`config.mk`:
```
export PLATFORM = sky130hd
export DESIGN_NAME = ubm_top
export DESIGN_NICKNAME = d
export VERILOG_FILES = /design/src/verilog/ubm_pkg.sv /design/src/verilog/ubm_top.sv
export VERILOG_INCLUDE_DIRS = /design/src /design/src/verilog
export SDC_FILE = /design/constraint.sdc
export NUM_CORES = 1
export LEC_CHECK = 0
export BUFFER_PORTS_ARGS = -buffer_cell sky130_fd_sc_hd__buf_2
export CAP_MARGIN = 15
export CELL_PAD_IN_SITES_DETAIL_PLACEMENT = 2
export CELL_PAD_IN_SITES_GLOBAL_PLACEMENT = 2
export CORE_ASPECT_RATIO = 1.1
export CORE_MARGIN = 8
export CORE_UTILIZATION = 42
export CTS_CLUSTER_DIAMETER = 50
export CTS_CLUSTER_SIZE = 28
export DETAILED_ROUTE_END_ITERATION = 8
export GPL_TIMING_DRIVEN = 0
export PLACE_DENSITY = 0.82
export SYNTH_ARGS = -nofsm -noshare
export SYNTH_HDL_FRONTEND = slang
export SYNTH_SLANG_ARGS = --single-unit
```
`constraint.sdc`:
```
create_clock -name pclk -period 4.4 [get_ports pclk]
set_clock_uncertainty 0.15 [all_clocks]
set_input_delay 0.44 -clock pclk [delete_from_list [all_inputs] [get_ports pclk]]
set_output_delay 0.44 -clock pclk [all_outputs]
set_load 0.02 [all_outputs]
```
`src/verilog/ubm_defs.svh`:
```
// offsets, field positions, reset values and timing for the break matcher
`ifndef UBM_DEFS_SVH
`define UBM_DEFS_SVH
`define UBM_OFS_A_ADDR 8'h00
`define UBM_OFS_A_MASK 8'h04
`define UBM_OFS_A_SEL 8'h08
`define UBM_OFS_B_ADDR 8'h0c
`define UBM_OFS_B_MASK 8'h10
`define UBM_OFS_B_SEL 8'h14
`define UBM_OFS_B_DATA 8'h18
`define UBM_OFS_B_DMASK 8'h1c
`define UBM_OFS_CTRL 8'h20
`define UBM_OFS_IRQ_STS 8'h24
`define UBM_OFS_IRQ_MSK 8'h28
// bus cycle select fields
`define UBM_SEL_CPU 0
`define UBM_SEL_DMA 1
`define UBM_SEL_FETCH 2
`define UBM_SEL_DATA 3
`define UBM_SEL_RD 4
`define UBM_SEL_WR 5
`define UBM_SEL_SZ_LO 6
// control fields
`define UBM_CTL_SEQ 0
`define UBM_CTL_A_AFTER 1
`define UBM_CTL_B_AFTER 2
`define UBM_CTL_COMPAT 3
`define UBM_CTL_FLAG_A 4
`define UBM_CTL_FLAG_B 5
// irq status bits
`define UBM_IRQ_HIT_A 0
`define UBM_IRQ_HIT_B 1
`define UBM_IRQ_BREAK 2
// reset values
`define UBM_RST_WORD 32'h0000_0000
`define UBM_RST_SEL 8'h00
`define UBM_RST_CTL 4'h0
// settle delay of a register write, in cycles
`define UBM_APPLY_CYC 2'h3
// highest processor mask level that still admits a break
`define UBM_IMASK_MAX 4'he
`endif

```
`src/verilog/ubm_pkg.sv`:
```
// types shared by the break matcher
package ubm_pkg;
    // one observed bus cycle
    typedef struct packed {
        logic valid;
        logic from_cpu;
        logic ext;
        logic fetch;
        logic write;
        logic [1:0] size;
        logic pair;
        logic [31:0] addr;
        logic [31:0] data;
    } ubm_cycle_t;
    // instruction execution report
    typedef struct packed {
        logic start;
        logic done;
        logic [31:0] addr;
    } ubm_exec_t;
    // software visible break setup
    typedef struct packed {
        logic [31:0] a_addr;
        logic [31:0] a_mask;
        logic [7:0] a_sel;
        logic [31:0] b_addr;
        logic [31:0] b_mask;
        logic [7:0] b_sel;
        logic [31:0] b_data;
        logic [31:0] b_dmask;
        logic [3:0] ctl;
    } ubm_cfg_t;
    typedef enum logic [1:0] {UBM_SZ_BYTE, UBM_SZ_WORD, UBM_SZ_LONG}
        ubm_size_t;
endpackage

```
`src/verilog/ubm_top.sv`:
```
// two-channel bus cycle break matcher with apb register access
//
// Behaviour
// - registers answer only cpu-originated bus accesses
// - sequential break needs b after a
// - writes apply after three cycles; reads wait
// - paired fetch keeps condition seen at fetch
// - rematch breaks again when mask level below fifteen
// - fetch condition requiring write never matches
// - fetch condition on odd address never matches
// - dma fetch condition never matches
// - set mask bits exclude address/data bits
// - native mode matches covering word/longword accesses
// - compatible mode compares full data address
// - native skips unexecuted fetches; compatible does not
// - compatible mode: no external breaks, fetch before
// - compatible mode leaves match flags alone
`timescale 1ns/100ps
`include "ubm_defs.svh"
module ubm_top (
    input wire logic pclk,
    input wire logic presetn,
    input wire logic psel,
    input wire logic penable,
    input wire logic pwrite,
    input wire logic [7:0] paddr,
    input wire logic [31:0] pwdata,
    input wire logic req_from_cpu,
    output logic [31:0] prdata,
    output logic pready,
    output logic pslverr,
    input wire ubm_pkg::ubm_cycle_t bus_cycle,
    input wire ubm_pkg::ubm_exec_t exec_info,
    input wire logic [3:0] interrupt_mask_level,
    input wire logic break_ack,
    output logic break_req,
    output logic irq
);
    import ubm_pkg::*;

    ////////////////////////////////////////////////////////////////////
    // state
    ubm_cfg_t cfg_r, cfg_nxt; // written setup
    ubm_cfg_t act_r, act_nxt; // setup the matcher uses
    logic [1:0] cnt_r, cnt_nxt; // settle countdown
    logic [1:0] flag_r, flag_nxt; // per-channel match flags
    logic [2:0] sts_r, sts_nxt; // sticky irq status
    logic [2:0] msk_r, msk_nxt; // irq mask
    logic [31:0] rdata_r, rdata_nxt; // read data
    logic a_seen_r, a_seen_nxt; // channel a matched earlier
    logic pa_r, pa_nxt, pb_r, pb_nxt; // pending fetch matches
    logic [31:0] pa_addr_r, pa_addr_nxt, pb_addr_r, pb_addr_nxt;
    logic pend_r, pend_nxt; // break request latch
    // combinational
    logic acc, wr_acc, rd_acc, cpu_ok, compat;
    logic fa0, fa1, fb0, fb1, fhit_a, fhit_b, dhit_a, dhit_b;
    logic hit_a, hit_b, brk_ev;

    ////////////////////////////////////////////////////////////////////
    // condition compare for one channel on one address
    function automatic logic chan_hit(input ubm_cycle_t c,
            input logic [31:0] a, input logic [31:0] ba,
            input logic [31:0] am, input logic [7:0] sel,
            input logic cmp32);
        logic [31:0] cm;
        logic ok;
        cm = ~am;
        // native data access: covering word/longword still hits
        if (!c.fetch && !cmp32 && c.size == UBM_SZ_LONG) begin
            cm[1:0] = 2'h0;
        end else if (!c.fetch && !cmp32 && c.size == UBM_SZ_WORD) begin
            cm[0] = 1'b0;
        end
        ok = ((a ^ ba) & cm) == 32'h0;
        ok = ok && (c.from_cpu ? sel[`UBM_SEL_CPU] : sel[`UBM_SEL_DMA]);
        ok = ok && (c.fetch ? sel[`UBM_SEL_FETCH] : sel[`UBM_SEL_DATA]);
        ok = ok && (c.write ? sel[`UBM_SEL_WR] : sel[`UBM_SEL_RD]);
        ok = ok && (sel[7:6] == 2'h0 || sel[7:6] == c.size + 2'h1);
        // fetches are cpu reads at even addresses only
        if (c.fetch && (c.write || ba[0] || !c.from_cpu)) begin
            ok = 1'b0;
        end
        if (cmp32 && c.ext) begin
            ok = 1'b0;
        end
        return c.valid && ok;
    endfunction

    ////////////////////////////////////////////////////////////////////
    // apb decode; non-cpu masters get an error and touch nothing
    always_comb begin
        compat = act_r.ctl[`UBM_CTL_COMPAT];
        cpu_ok = req_from_cpu;
        // a read waits until every pending write has settled
        pready = !(psel && !pwrite && cnt_r != 2'h0 && cpu_ok);
        pslverr = psel && penable && !cpu_ok;
        acc = psel && penable && pready && cpu_ok;
        wr_acc = acc && pwrite;
        rd_acc = acc && !pwrite;
        prdata = rdata_r;
    end

    ////////////////////////////////////////////////////////////////////
    // register file next values
    always_comb begin
        cfg_nxt = cfg_r;
        msk_nxt = msk_r;
        cnt_nxt = (cnt_r != 2'h0) ? cnt_r - 2'h1 : 2'h0;
        act_nxt = (cnt_r == 2'h1) ? cfg_r : act_r;
        rdata_nxt = 32'h0;
        if (wr_acc) begin
            cnt_nxt = `UBM_APPLY_CYC;
            case (paddr)
                `UBM_OFS_A_ADDR: cfg_nxt.a_addr = pwdata;
                `UBM_OFS_A_MASK: cfg_nxt.a_mask = pwdata;
                `UBM_OFS_A_SEL: cfg_nxt.a_sel = pwdata[7:0];
                `UBM_OFS_B_ADDR: cfg_nxt.b_addr = pwdata;
                `UBM_OFS_B_MASK: cfg_nxt.b_mask = pwdata;
                `UBM_OFS_B_SEL: cfg_nxt.b_sel = pwdata[7:0];
                `UBM_OFS_B_DATA: cfg_nxt.b_data = pwdata;
                `UBM_OFS_B_DMASK: cfg_nxt.b_dmask = pwdata;
                `UBM_OFS_CTRL: cfg_nxt.ctl = pwdata[3:0];
                `UBM_OFS_IRQ_MSK: msk_nxt = pwdata[2:0];
                // unmapped writes are dropped and keep the countdown going
                default: cnt_nxt = (cnt_r != 2'h0) ? cnt_r - 2'h1 : 2'h0;
            endcase
        end
        // read data latched in the setup cycle, stable through access
        if (psel && !penable && !pwrite && cpu_ok) begin
            case (paddr)
                `UBM_OFS_A_ADDR: rdata_nxt = cfg_r.a_addr;
                `UBM_OFS_A_MASK: rdata_nxt = cfg_r.a_mask;
                `UBM_OFS_A_SEL: rdata_nxt = {24'h0, cfg_r.a_sel};
                `UBM_OFS_B_ADDR: rdata_nxt = cfg_r.b_addr;
                `UBM_OFS_B_MASK: rdata_nxt = cfg_r.b_mask;
                `UBM_OFS_B_SEL: rdata_nxt = {24'h0, cfg_r.b_sel};
                `UBM_OFS_B_DATA: rdata_nxt = cfg_r.b_data;
                `UBM_OFS_B_DMASK: rdata_nxt = cfg_r.b_dmask;
                `UBM_OFS_CTRL: rdata_nxt = {26'h0, flag_r, cfg_r.ctl};
                `UBM_OFS_IRQ_STS: rdata_nxt = {29'h0, sts_r};
                `UBM_OFS_IRQ_MSK: rdata_nxt = {29'h0, msk_r};
                default: rdata_nxt = 32'h0;
            endcase
        end else if (psel && penable) begin
            rdata_nxt = rdata_r;
        end
    end

    ////////////////////////////////////////////////////////////////////
    // matching; fetch matches are parked until execution in native mode
    always_comb begin
        fa0 = chan_hit(bus_cycle, bus_cycle.addr, act_r.a_addr,
            act_r.a_mask, act_r.a_sel, compat);
        fa1 = bus_cycle.pair && chan_hit(bus_cycle, bus_cycle.addr +
            32'h2, act_r.a_addr, act_r.a_mask, act_r.a_sel, compat);
        fb0 = chan_hit(bus_cycle, bus_cycle.addr, act_r.b_addr,
            act_r.b_mask, act_r.b_sel, compat);
        fb1 = bus_cycle.pair && chan_hit(bus_cycle, bus_cycle.addr +
            32'h2, act_r.b_addr, act_r.b_mask, act_r.b_sel, compat);
        // data cycles: channel b also checks masked data
        dhit_a = !bus_cycle.fetch && fa0;
        dhit_b = !bus_cycle.fetch && fb0 && ((bus_cycle.data ^
            act_r.b_data) & ~act_r.b_dmask) == 32'h0;
        // the second half of a pair is judged now; in native mode it fires later
        pa_nxt = pa_r;
        pa_addr_nxt = pa_addr_r;
        pb_nxt = pb_r;
        pb_addr_nxt = pb_addr_r;
        fhit_a = 1'b0;
        fhit_b = 1'b0;
        if (compat) begin
            // compatible: fires at the fetch itself, even if unexecuted
            fhit_a = bus_cycle.fetch && (fa0 || fa1);
            fhit_b = bus_cycle.fetch && (fb0 || fb1);
            pa_nxt = 1'b0;
            pb_nxt = 1'b0;
        end else begin
            // native: only an instruction that really executes breaks
            if (pa_r && exec_info.addr == pa_addr_r &&
                    (act_r.ctl[`UBM_CTL_A_AFTER] ? exec_info.done
                    : exec_info.start)) begin
                fhit_a = 1'b1;
                pa_nxt = 1'b0;
            end
            if (pb_r && exec_info.addr == pb_addr_r &&
                    (act_r.ctl[`UBM_CTL_B_AFTER] ? exec_info.done
                    : exec_info.start)) begin
                fhit_b = 1'b1;
                pb_nxt = 1'b0;
            end
            if (bus_cycle.fetch && (fa0 || fa1)) begin
                pa_nxt = 1'b1;
                pa_addr_nxt = fa0 ? bus_cycle.addr
                    : bus_cycle.addr + 32'h2;
            end
            if (bus_cycle.fetch && (fb0 || fb1)) begin
                pb_nxt = 1'b1;
                pb_addr_nxt = fb0 ? bus_cycle.addr
                    : bus_cycle.addr + 32'h2;
            end
        end
        hit_a = dhit_a || fhit_a;
        hit_b = dhit_b || fhit_b;
    end

    ////////////////////////////////////////////////////////////////////
    // break decision, flags, request latch and irq status
    always_comb begin
        // registered a_seen means a matched in an earlier cycle
        if (act_r.ctl[`UBM_CTL_SEQ]) begin
            brk_ev = hit_b && a_seen_r;
            a_seen_nxt = (a_seen_r || hit_a) && !brk_ev;
        end else begin
            brk_ev = hit_a || hit_b;
            a_seen_nxt = 1'b0;
        end
        // flags: writing zero clears, a hit in that cycle wins
        flag_nxt = flag_r;
        if (wr_acc && paddr == `UBM_OFS_CTRL) begin
            flag_nxt = flag_r & pwdata[5:4];
        end
        if (!compat) begin
            flag_nxt = flag_nxt | {hit_b, hit_a};
        end
        // held until the processor takes the exception
        pend_nxt = brk_ev || (pend_r && !break_ack);
        // a read clears only the bits it returned, so an event that
        // lands between setup and access is not lost; new events win
        sts_nxt = sts_r;
        if (rd_acc && paddr == `UBM_OFS_IRQ_STS) begin
            sts_nxt = sts_r & ~rdata_r[2:0];
        end
        sts_nxt = sts_nxt | {brk_ev, hit_b, hit_a};
        // the break outranks mask levels up to fourteen
        break_req = pend_r &&
            interrupt_mask_level <= `UBM_IMASK_MAX;
        irq = |(sts_r & msk_r);
    end

    ////////////////////////////////////////////////////////////////////
    // all registers
    always_ff @(posedge pclk or negedge presetn) begin
        if (!presetn) begin
            cfg_r <= '{`UBM_RST_WORD, `UBM_RST_WORD, `UBM_RST_SEL,
                `UBM_RST_WORD, `UBM_RST_WORD, `UBM_RST_SEL,
                `UBM_RST_WORD, `UBM_RST_WORD, `UBM_RST_CTL};
            act_r <= '{`UBM_RST_WORD, `UBM_RST_WORD, `UBM_RST_SEL,
                `UBM_RST_WORD, `UBM_RST_WORD, `UBM_RST_SEL,
                `UBM_RST_WORD, `UBM_RST_WORD, `UBM_RST_CTL};
            cnt_r <= 2'h0;
            flag_r <= 2'h0;
            sts_r <= 3'h0;
            msk_r <= 3'h0;
            rdata_r <= 32'h0;
            a_seen_r <= 1'b0;
            pa_r <= 1'b0;
            pb_r <= 1'b0;
            pa_addr_r <= 32'h0;
            pb_addr_r <= 32'h0;
            pend_r <= 1'b0;
        end else begin
            cfg_r <= cfg_nxt;
            act_r <= act_nxt;
            cnt_r <= cnt_nxt;
            flag_r <= flag_nxt;
            sts_r <= sts_nxt;
            msk_r <= msk_nxt;
            rdata_r <= rdata_nxt;
            a_seen_r <= a_seen_nxt;
            pa_r <= pa_nxt;
            pb_r <= pb_nxt;
            pa_addr_r <= pa_addr_nxt;
            pb_addr_r <= pb_addr_nxt;
            pend_r <= pend_nxt;
        end
    end
endmodule
```
==> results.toml, run 1 <==
[detailed_routing]
antenna_left = 0
via_per_inst = 6.135
drc = 0
first_pass_iters = 8
wl_per_cell_um = 35.37
drt_wl_total_um = 111500
vias = 19340
drt_iter0_markers = 1478

[floorplan]
die_h_um = 275.6
dieArea_um2 = 69450
coreArea_um2 = 60860
fp.dieW_um = 252
pin_count = 193
num_rows = 95
initial_core_util_pct = 42.28

[timing]
setup_tns_ns = 0
worst_pin_slew_ns = 1.167
rsz0062_at_grt = "no"
slew_headroom_pct = 22.17
drv_slew = 0
holdWs_ns = 0.02294
finalCritPeriodShare_pct = 97.51
fmax_mhz = 233.1
period_minus_slack_ns = 4.290
finalSetupViolCount = 0
timing_hold_violations_final = 0

[cts]
cts_tree = "yes"
cts_resized = 0
cts_num_sinks = 534
insertion_delay_ns = 0.64
cts.clk_slew.worst_paths_ns = 0.07
cts_made_buffers = 55
cts-root-buf = "clkbuf_16"
cts_buffer_depth = 3
cts-htree-levels = 2

[synth]
synthDistinctLibCells = 70
synth_nets = 2211
yosysSeqAreaShare_pct = 51.93
synth_common_cells = "534 x dfrtp_1, 441 x mux2_2, 207 x xnor2_1"
syn_avg_cell_area_um2 = 12.55
synth_top_area_share_pct = 51.93
syn_inst = 2051
synth_warnings = 0
synth.area.top_cells = "dfrtp_1 52%, mux2_2 19%, xnor2_1 7.0%"
synth-seq-cells = 534
synth-main-ff-cell = "dfrtp_1"
synth_most_common_cell = "dfrtp_1"
synth-edff-count = 0
synth_top_cell_by_area = "dfrtp_1"
synth_area_um2 = 25730
ys_async_sr_fraction_pct = 100.0

[worst_setup_path]
cp.arrival_ns = 4.64
worst_path_max_delay_cell = "clkbuf_1"
crit_type = "reg2reg"
cp.required_ns = 4.75
critical_path.top_delay_family = "simple AND/OR/NAND/NOR gates"
path_max_fanout = 10
crit_path_end_kind = "flip-flop"
worstPathCellList = "clkbuf_1 -> nor3b_2 -> nor3_1 -> or3_1 -> or4_1 -> nor3_1 -> clkbuf_1 -> nor2_1 -> xor2_1 -> mux2_1"
path_buf_inv = 2
critPathLaunchType = "flip-flop"
critPathMaxStageDelay_ns = 0.62

[power]
power_density_nw_per_um2 = 361.9
finalPower_mw = 10.77
ir_drop_mv = 0.3849
p_leak_nw = 14.26

[final_layout]
drive_above_1_share_pct = 32.77
fill_cells = 5985
fin_nets = 2442
utilization_pct = 48.90
syn_to_final_growth_pct = 15.65
final_cells = 3152

[grt]
grt_use_total_pct = 31.84
grt_pass1_vias = 22250
overflow = 0
antenna_found_initial = 9
grt_max_degree = 121
grt_pass1_wl_um = 161700

[worst_hold_path]
hold_class = "in2reg"

[place]
place_congestion = 0.8824
port_buffers = 161
hpwlAfterDp_um = 79560
place_inst = 3042

[outcome]
status = "completed"

[run]
cap_violations = 0
==> area by class of cell <==
type / instances / area (µm²) / area share, %
sequential: 534 / 13360 / 44.90
multi-input combinational: 1379 / 11760 / 39.50
clock buffer: 60 / 1436 / 4.827
tap: 824 / 1031 / 3.464
timing repair buffer: 174 / 1018 / 3.422
buffer: 121 / 556.8 / 1.871
clock inverter: 40 / 528.0 / 1.774
inverter: 17 / 63.81 / 0.2144
antenna: 3 / 7.507 / 0.02523
==> report_power, final <==
| group | total, mW | internal, mW | switching, mW |
|---|---|---|---|
| registers | 4.95 | 4.93 | 0.0278 |
| clock network | 5.18 | 2.85 | 2.33 |
| logic | 0.633 | 0.205 | 0.428 |
| total | 10.8 | 7.98 | 2.79 |
==> cells in the final DEF (no fill, tap or decap), types with 9 or more instances in the layout <==
cell,synthesis,layout
xnor2_1,207,207
a22oi_1,58,58
inv_1,17,17
and3_1,11,11
clkbuf_1,60,62
clkbuf_16,0,56
mux2_1,49,49
buf_2,22,182
o21ai_0,41,41
xor2_1,65,65
a221oi_1,36,36
a222oi_1,9,9
mux2i_1,11,11
mux2_2,441,441
nor3_1,22,22
buf_4,8,9
nor4_1,22,21
o22ai_1,55,55
nand2b_1,12,12
nand4_1,24,24
buf_1,25,25
nand2_1,108,108
dfrtp_1,534,534
nand3_1,28,28
nor2_1,61,61
==> sequential cells by signal, summed over array words and instances (netlist names) <==
signal	flops
a_seen_r	1
act_r	212
cfg_r	212
cnt_r	2
flag_r	2
msk_r	3
pa_addr_r	32
pa_r	1
pb_addr_r	32
pb_r	1
pend_r	1
prdata	32
sts_r	3
==> routing by layer <==
layer  global-route usage (%)  up-vias  share of wire (%)
li1                         -     7910                  -
met1                    37.65    10240                 39
met2                    53.20      825                 48
met3                    6.054      347                5.8
met4                    20.18       16                7.1
met5                        0        -              0.091
==> cells by family (layout without fill, tap and decap cells) <==
group                    after synthesis  after routing  share of synthesized area, %
buffers and inverters                138            412                         2.412
AND/OR/NAND/NOR                      340            340                         6.948
AO/OA/AOI/OAI                        263            263                         7.435
XOR/XNOR                             272            272                         9.258
adder cells (fa/ha/maj)                3              3                        0.1459
flip-flops                           534            534                         51.93
multiplexers                         501            501                         21.87
other                                  0              3                             0
==> per-stage QoR <==
| stage | instance area [µm²] | setup slack (ns) |
|---|---|---|
| after floorplan | 25730 | 0.9426 |
| after global placement | 27570 | -8.151 |
| after CTS | 29750 | 0.1696 |
| after global routing | 29750 | 0.007025 |
| after detailed placement | 27720 | -0.3420 |
| final | 29760 | 0.1096 |
==> path summary, 6_finish.rpt <==
check                            from           end  slack, ns  cells past startpoint
max                          act_r[3]  pb_addr_r[9]       0.11                     10
min                        pwdata[24]     cfg_r[28]       0.02                      2
max reg2reg                  act_r[3]  pb_addr_r[9]       0.11                     10
min reg2reg                 prdata[7]     prdata[7]       0.35                      1
max in group asynchronous     presetn     act_r[60]       1.68                      5
min in group asynchronous     presetn     act_r[74]       0.26                      2
==> repair_timing <==
item	CTS	global route
buffers inserted	0	0
hold buffers	7	0
endpoints found under the hold margin	103	0
Power figures use the tool's default switching activity.
==> run 2: changes to the inputs <==
- CELL_PAD_IN_SITES_DETAIL_PLACEMENT: 2 -> 0
- CELL_PAD_IN_SITES_GLOBAL_PLACEMENT: 2 -> 1
- CORE_UTILIZATION: 42 -> 35
- PLACE_DENSITY: 0.82 -> 0.64
- clock period: 4.4 -> 3.7 ns (I/O delays scaled with it)
==> results.toml, run 2 (synthesis gave the netlist of run 1 again) <==
[grt]
grt_pass1_wl_um = 131500
overflow = 0
antenna_found_initial = 4
grt_use_total_pct = 21.76
grt_max_degree = 121
grt_pass1_vias = 18730

[timing]
slew_headroom_pct = 17.96
layout_setup_ws_ns = 0.05576
worst_pin_slew_ns = 1.231
timing_hold_violations_final = 0
holdWs_ns = 0.05145
fmax_mhz = 274.4
drv_slew = 0
finalCritPeriodShare_pct = 98.49
period_minus_slack_ns = 3.644
finalSetupViolCount = 0
rsz0062_at_grt = "no"

[place]
hpwlAfterDp_um = 71880
port_buffers = 161
dpl_cell_area_um2 = 27870
dp_slack_ns = -0.8768
place_congestion = 0.8778

[final_layout]
top_regs = "act_r: 212 flops, cfg_r: 212 flops"
fin_nets = 2467
final_common_cell = "dfrtp_1"
drive_above_1_share_pct = 33.49
mostFrequentLayoutCells = "533 x dfrtp_1, 441 x mux2_2, 206 x xnor2_1, 182 x buf_2, 108 x nand2_1"
syn_to_final_growth_pct = 18.09
final_cell_area_um2 = 30390

[outcome]
status = "completed"

[worst_setup_path]
worst_path_max_delay_cell = "nor4_1"
reg2reg_depth = 10
critPathLaunchType = "flip-flop"
path_buf_inv = 2
crit_type = "reg2reg"
critical_path.top_delay_family = "simple AND/OR/NAND/NOR gates"
cp.required_ns = 4.04
crit_path_end_kind = "flip-flop"
cp.arrival_ns = 3.99
worstPathCellList = "xnor2_1 -> o22ai_1 -> nor4_1 -> nand2_1 -> nor4_4 -> buf_4 -> a41oi_4 -> nor2_4 -> buf_6 -> mux2_2"
path_max_fanout = 10
critPathMaxStageDelay_ns = 0.58
crit_cells = 10

[detailed_routing]
via_per_inst = 5.445
first_pass_iters = 7
antenna_left = 0
drt_wl_total_um = 90870
drc = 0
drt_iter0_markers = 1208
wl_per_cell_um = 27.46
vias = 18020

[cts]
insertion_delay_ns = 0.63
cts_made_buffers = 55
cts-root-buf = "clkbuf_16"
cts-htree-levels = 2
cts_buffer_depth = 3
cts_tree = "yes"
cts_num_sinks = 534
cts.clk_slew.worst_paths_ns = 0.08

[floorplan]
initial_core_util_pct = 35.25
num_rows = 104
pin_count = 193
dieArea_um2 = 82460
fp.dieW_um = 274.5
coreArea_um2 = 73000
die_h_um = 300.4

[run]
cap_violations = 0

[power]
ir_drop_mv = 0.3651
p_leak_nw = 14.47
power_density_nw_per_um2 = 420.7

[worst_hold_path]
hold_class = "in2reg"
hold_depth = 2
## run 2: changes by cell type in the layout (fill, tap and decap cells not counted), moves of 3 or more
| cell | before | now |
|---|---|---|
| nor4_2 | 7 | 10 |
| clkinv_2 | 7 | 3 |
| inv_12 | 0 | 3 |
| clkbuf_1 | 62 | 56 |
| nor4_1 | 21 | 15 |
| nor3_4 | 0 | 3 |
| clkinv_8 | 2 | 7 |
| dlygate4sd3_1 | 7 | 30 |
| buf_4 | 9 | 13 |
| clkbuf_2 | 0 | 4 |
| nor4_4 | 1 | 4 |
| inv_6 | 6 | 9 |
## run 2: final cells by class
class | instances | area, µm²
antenna | 2 | 5.005
sequential | 534 | 13360
tap | 954 | 1194
multi-input combinational | 1379 | 11900
inverter | 17 | 63.81
clock buffer | 60 | 1458
fill | 6952 | 42610
buffer | 120 | 558.0
clock inverter | 43 | 580.6
timing repair buffer | 200 | 1264
## run 2: worst register-to-register path: cells and delay by family, from the launching register on
kind	cells	cell delay (ns)
xor gates and xnor gates	1	0.34
muxes	1	0.35
AOI/OAI and AO/OA	2	0.25
and+or+nand+nor	4	1.61
buffers and inverters	2	0.44
DFF	1	0.39
## run 2: where the power goes
part / internal (mW) / leakage (nW) / switching [mW]
registers: 5.86 / 7.45 / 0.0275
logic: 0.260 / 6.05 / 0.474
clock network: 3.42 / 0.973 / 2.75
total: 9.53 / 14.5 / 3.25
## run 2: what timing repair did
action / CTS / global route
gates resized for setup: 14 / 14
buffers inserted: 2 / 2
endpoints found under the setup margin: 67 / 61
hold buffers: 30 / 0
pin swaps: 2 / 5
hold endpoints to repair: 244 / 0
## run 2: path summary, 6_finish.rpt
kind | start | to | slack, ns
max reg2reg | act_r[206] | pa_addr_r[26] | 0.06
max in group asynchronous | presetn | cfg_r[135] | 1.05
min in group asynchronous | presetn | cnt_r[1] | 0.23
min | pwdata[3] | cfg_r[39] | 0.05
max | act_r[206] | pa_addr_r[26] | 0.06
min reg2reg | prdata[6] | prdata[6] | 0.33
## run 2: per-stage QoR
stage | setup TNS [ns] | util (%) | std cells | total power, mW
CTS | 0 | 41.49 | 3305 | 12.91
detailed placement | -52.72 | 38.17 | 3171 | 6.709
finish | 0 | 41.63 | 3309 | 12.79
floorplan | 0 | - | 2051 | 6.294
global route | 0 | 41.62 | 3307 | 13.20
global placement | -4806.96 | 37.99 | 3166 | 6.689
## run 2: metal layers
layer | global-route usage (%) | up-vias | wire, µm
li1 | - | 7995 | -
met1 | 28.96 | 9294 | 39960
met2 | 35.49 | 562 | 42610
met3 | 3.438 | 163 | 4550
met4 | 8.242 | 2 | 3738
met5 | 0 | - | 13
==> run 3: changes to the inputs <==
- CTS_BUF_LIST: default -> sky130_fd_sc_hd__clkbuf_2
==> results.toml, run 3 (synthesis gave the netlist of run 1 again) <==
[outcome]
status = "finished, violations left"
violations = "negative setup slack"

[grt]
grt_use_met1_pct = 29.71
grtUsageMet2_pct = 36.49
antenna_found_initial = 3
busiest_layer = "met2"
grt_use_met3_pct = 3.343
grt_use_total_pct = 22.15
overflow = 0
grt_pass1_vias = 19390
grt_pass1_wl_um = 134800
grt_max_degree = 121

[final_layout]
final_common_cell = "dfrtp_1"
final_cell_area_um2 = 30750
final_cells = 3456
mostFrequentLayoutCells = "533 x dfrtp_1, 435 x mux2_2, 206 x xnor2_1, 182 x buf_2, 165 x dlygate4sd3_1"
fin_nets = 2614
top_regs = "act_r: 212 flops, cfg_r: 212 flops"
utilization_pct = 42.13
drive_above_1_share_pct = 32.00
syn_to_final_growth_pct = 19.51

[floorplan]
fp.dieW_um = 274.5
die_h_um = 300.4
num_rows = 104
coreArea_um2 = 73000
dieArea_um2 = 82460
pin_count = 193
initial_core_util_pct = 35.25

[worst_setup_path]
critPathLaunchType = "primary input"
path_max_fanout = 10
worstPathCellList = "dlygate4sd3_1 -> buf_2 -> nand3_1 -> nor3_2 -> xor2_1 -> a2bb2oi_1 -> o211ai_1 -> nor4_2 -> a41oi_4 -> nor2_4 -> buf_12 -> buf_8 -> mux2_1"
cp.arrival_ns = 4.59
critPathMaxStageDelay_ns = 0.58
worst_path_max_delay_cell = "nor3_2"
crit_path_end_kind = "flip-flop"
crit_type = "in2reg"
cp.required_ns = 4.54

[place]
place_inst = 3171
dpl_cell_area_um2 = 27870
hpwlAfterDp_um = 71880
place_congestion = 0.8778
port_buffers = 161
dp_slack_ns = -0.8768

[timing]
layout_setup_ws_ns = -0.05309
fmax_mhz = 266.4
drv_slew = 0
finalSetupViolCount = 3
rsz0062_at_grt = "no"
slew_headroom_pct = 16.26
timing_hold_violations_final = 0
finalCritPeriodShare_pct = 101.4
worst_pin_slew_ns = 1.256
period_minus_slack_ns = 3.753

[cts]
cts-htree-levels = 2
cts_buffer_depth = 3
cts_num_sinks = 534
cts_made_buffers = 55
cts-root-buf = "clkbuf_2"
cts_tree = "yes"
insertion_delay_ns = 1.21
cts.clk_slew.worst_paths_ns = 0.26

[detailed_routing]
vias = 18550
drt_wl_total_um = 92990
first_pass_iters = 7
wl_per_cell_um = 26.91
antenna_left = 0
drt_iter0_markers = 1391
drc = 0
via_per_inst = 5.368

[power]
finalPower_mw = 10.25
ir_drop_mv = 0.2364
power_density_nw_per_um2 = 333.4
p_leak_nw = 14.64

[run]
cap_violations = 0

[worst_hold_path]
hold_class = "in2reg"
run 3: critical path, delay by kind of cell:
| family | cells | cell delay (ns) |
|---|---|---|
| compound gates | 3 | 0.67 |
| xor+xnor | 1 | 0.25 |
| buf+inv | 4 | 1.09 |
| mux | 1 | 0.32 |
| simple gates | 4 | 1.86 |
run 3: final timing paths:
check                         startpoint            end  slack, ns  cells past startpoint
min reg2reg                    prdata[6]      prdata[6]       0.37                      1
max                        bus_cycle[36]   pa_addr_r[0]      -0.05                     13
min                        bus_cycle[50]  pb_addr_r[18]       0.12                      4
min in group asynchronous        presetn      prdata[0]       0.15                      4
max reg2reg                    act_r[61]      flag_r[1]       0.11                      8
max in group asynchronous        presetn     cfg_r[175]       1.58                      6
run 3: cell type report:
class	instances	area (µm²)
fill	6977	42250
sequential	534	13360
multi-input combinational	1379	11920
timing repair buffer	347	2773
tap	954	1194
clock inverter	45	575.6
buffer	120	569.3
clock buffer	58	290.3
inverter	17	63.81
antenna	2	5.005
run 3: where the power goes:
| group | switching (mW) | internal [mW] | total, mW |
|---|---|---|---|
| clock | 2.42 | 1.07 | 3.50 |
| sequential | 0.0276 | 5.88 | 5.90 |
| combinational | 0.501 | 0.347 | 0.848 |
run 3: through the flow:
step / hold WS (ns) / TNS (ns)
after floorplan: -0.07559 / 0
after global placement: 0.3059 / -4806.96
after detailed placement: 0.3118 / -52.72
after CTS: 0.006664 / 0
after global routing: 0.04108 / 0
final: 0.1215 / -0.07000
run 3: layer usage:
metal / part of all wire [%] / routed length (µm) / up-vias
met3: 4.5 / 4210 / 146
li1: - / - / 8293
met5: 0.025 / 23 / -
met4: 3.4 / 3165 / 4
met2: 47 / 43900 / 518
met1: 45 / 41690 / 9591
run 3: repair_timing:
| item | 4_1_cts | 5_1_grt |
|---|---|---|
| hold buffers | 166 | 0 |
| resized for setup | 13 | 23 |
| gates cloned | 0 | 2 |
| setup endpoints to repair | 67 | 65 |
| pin swaps | 3 | 9 |
| buffers inserted | 2 | 11 |
| endpoints found under the hold margin | 598 | 0 |
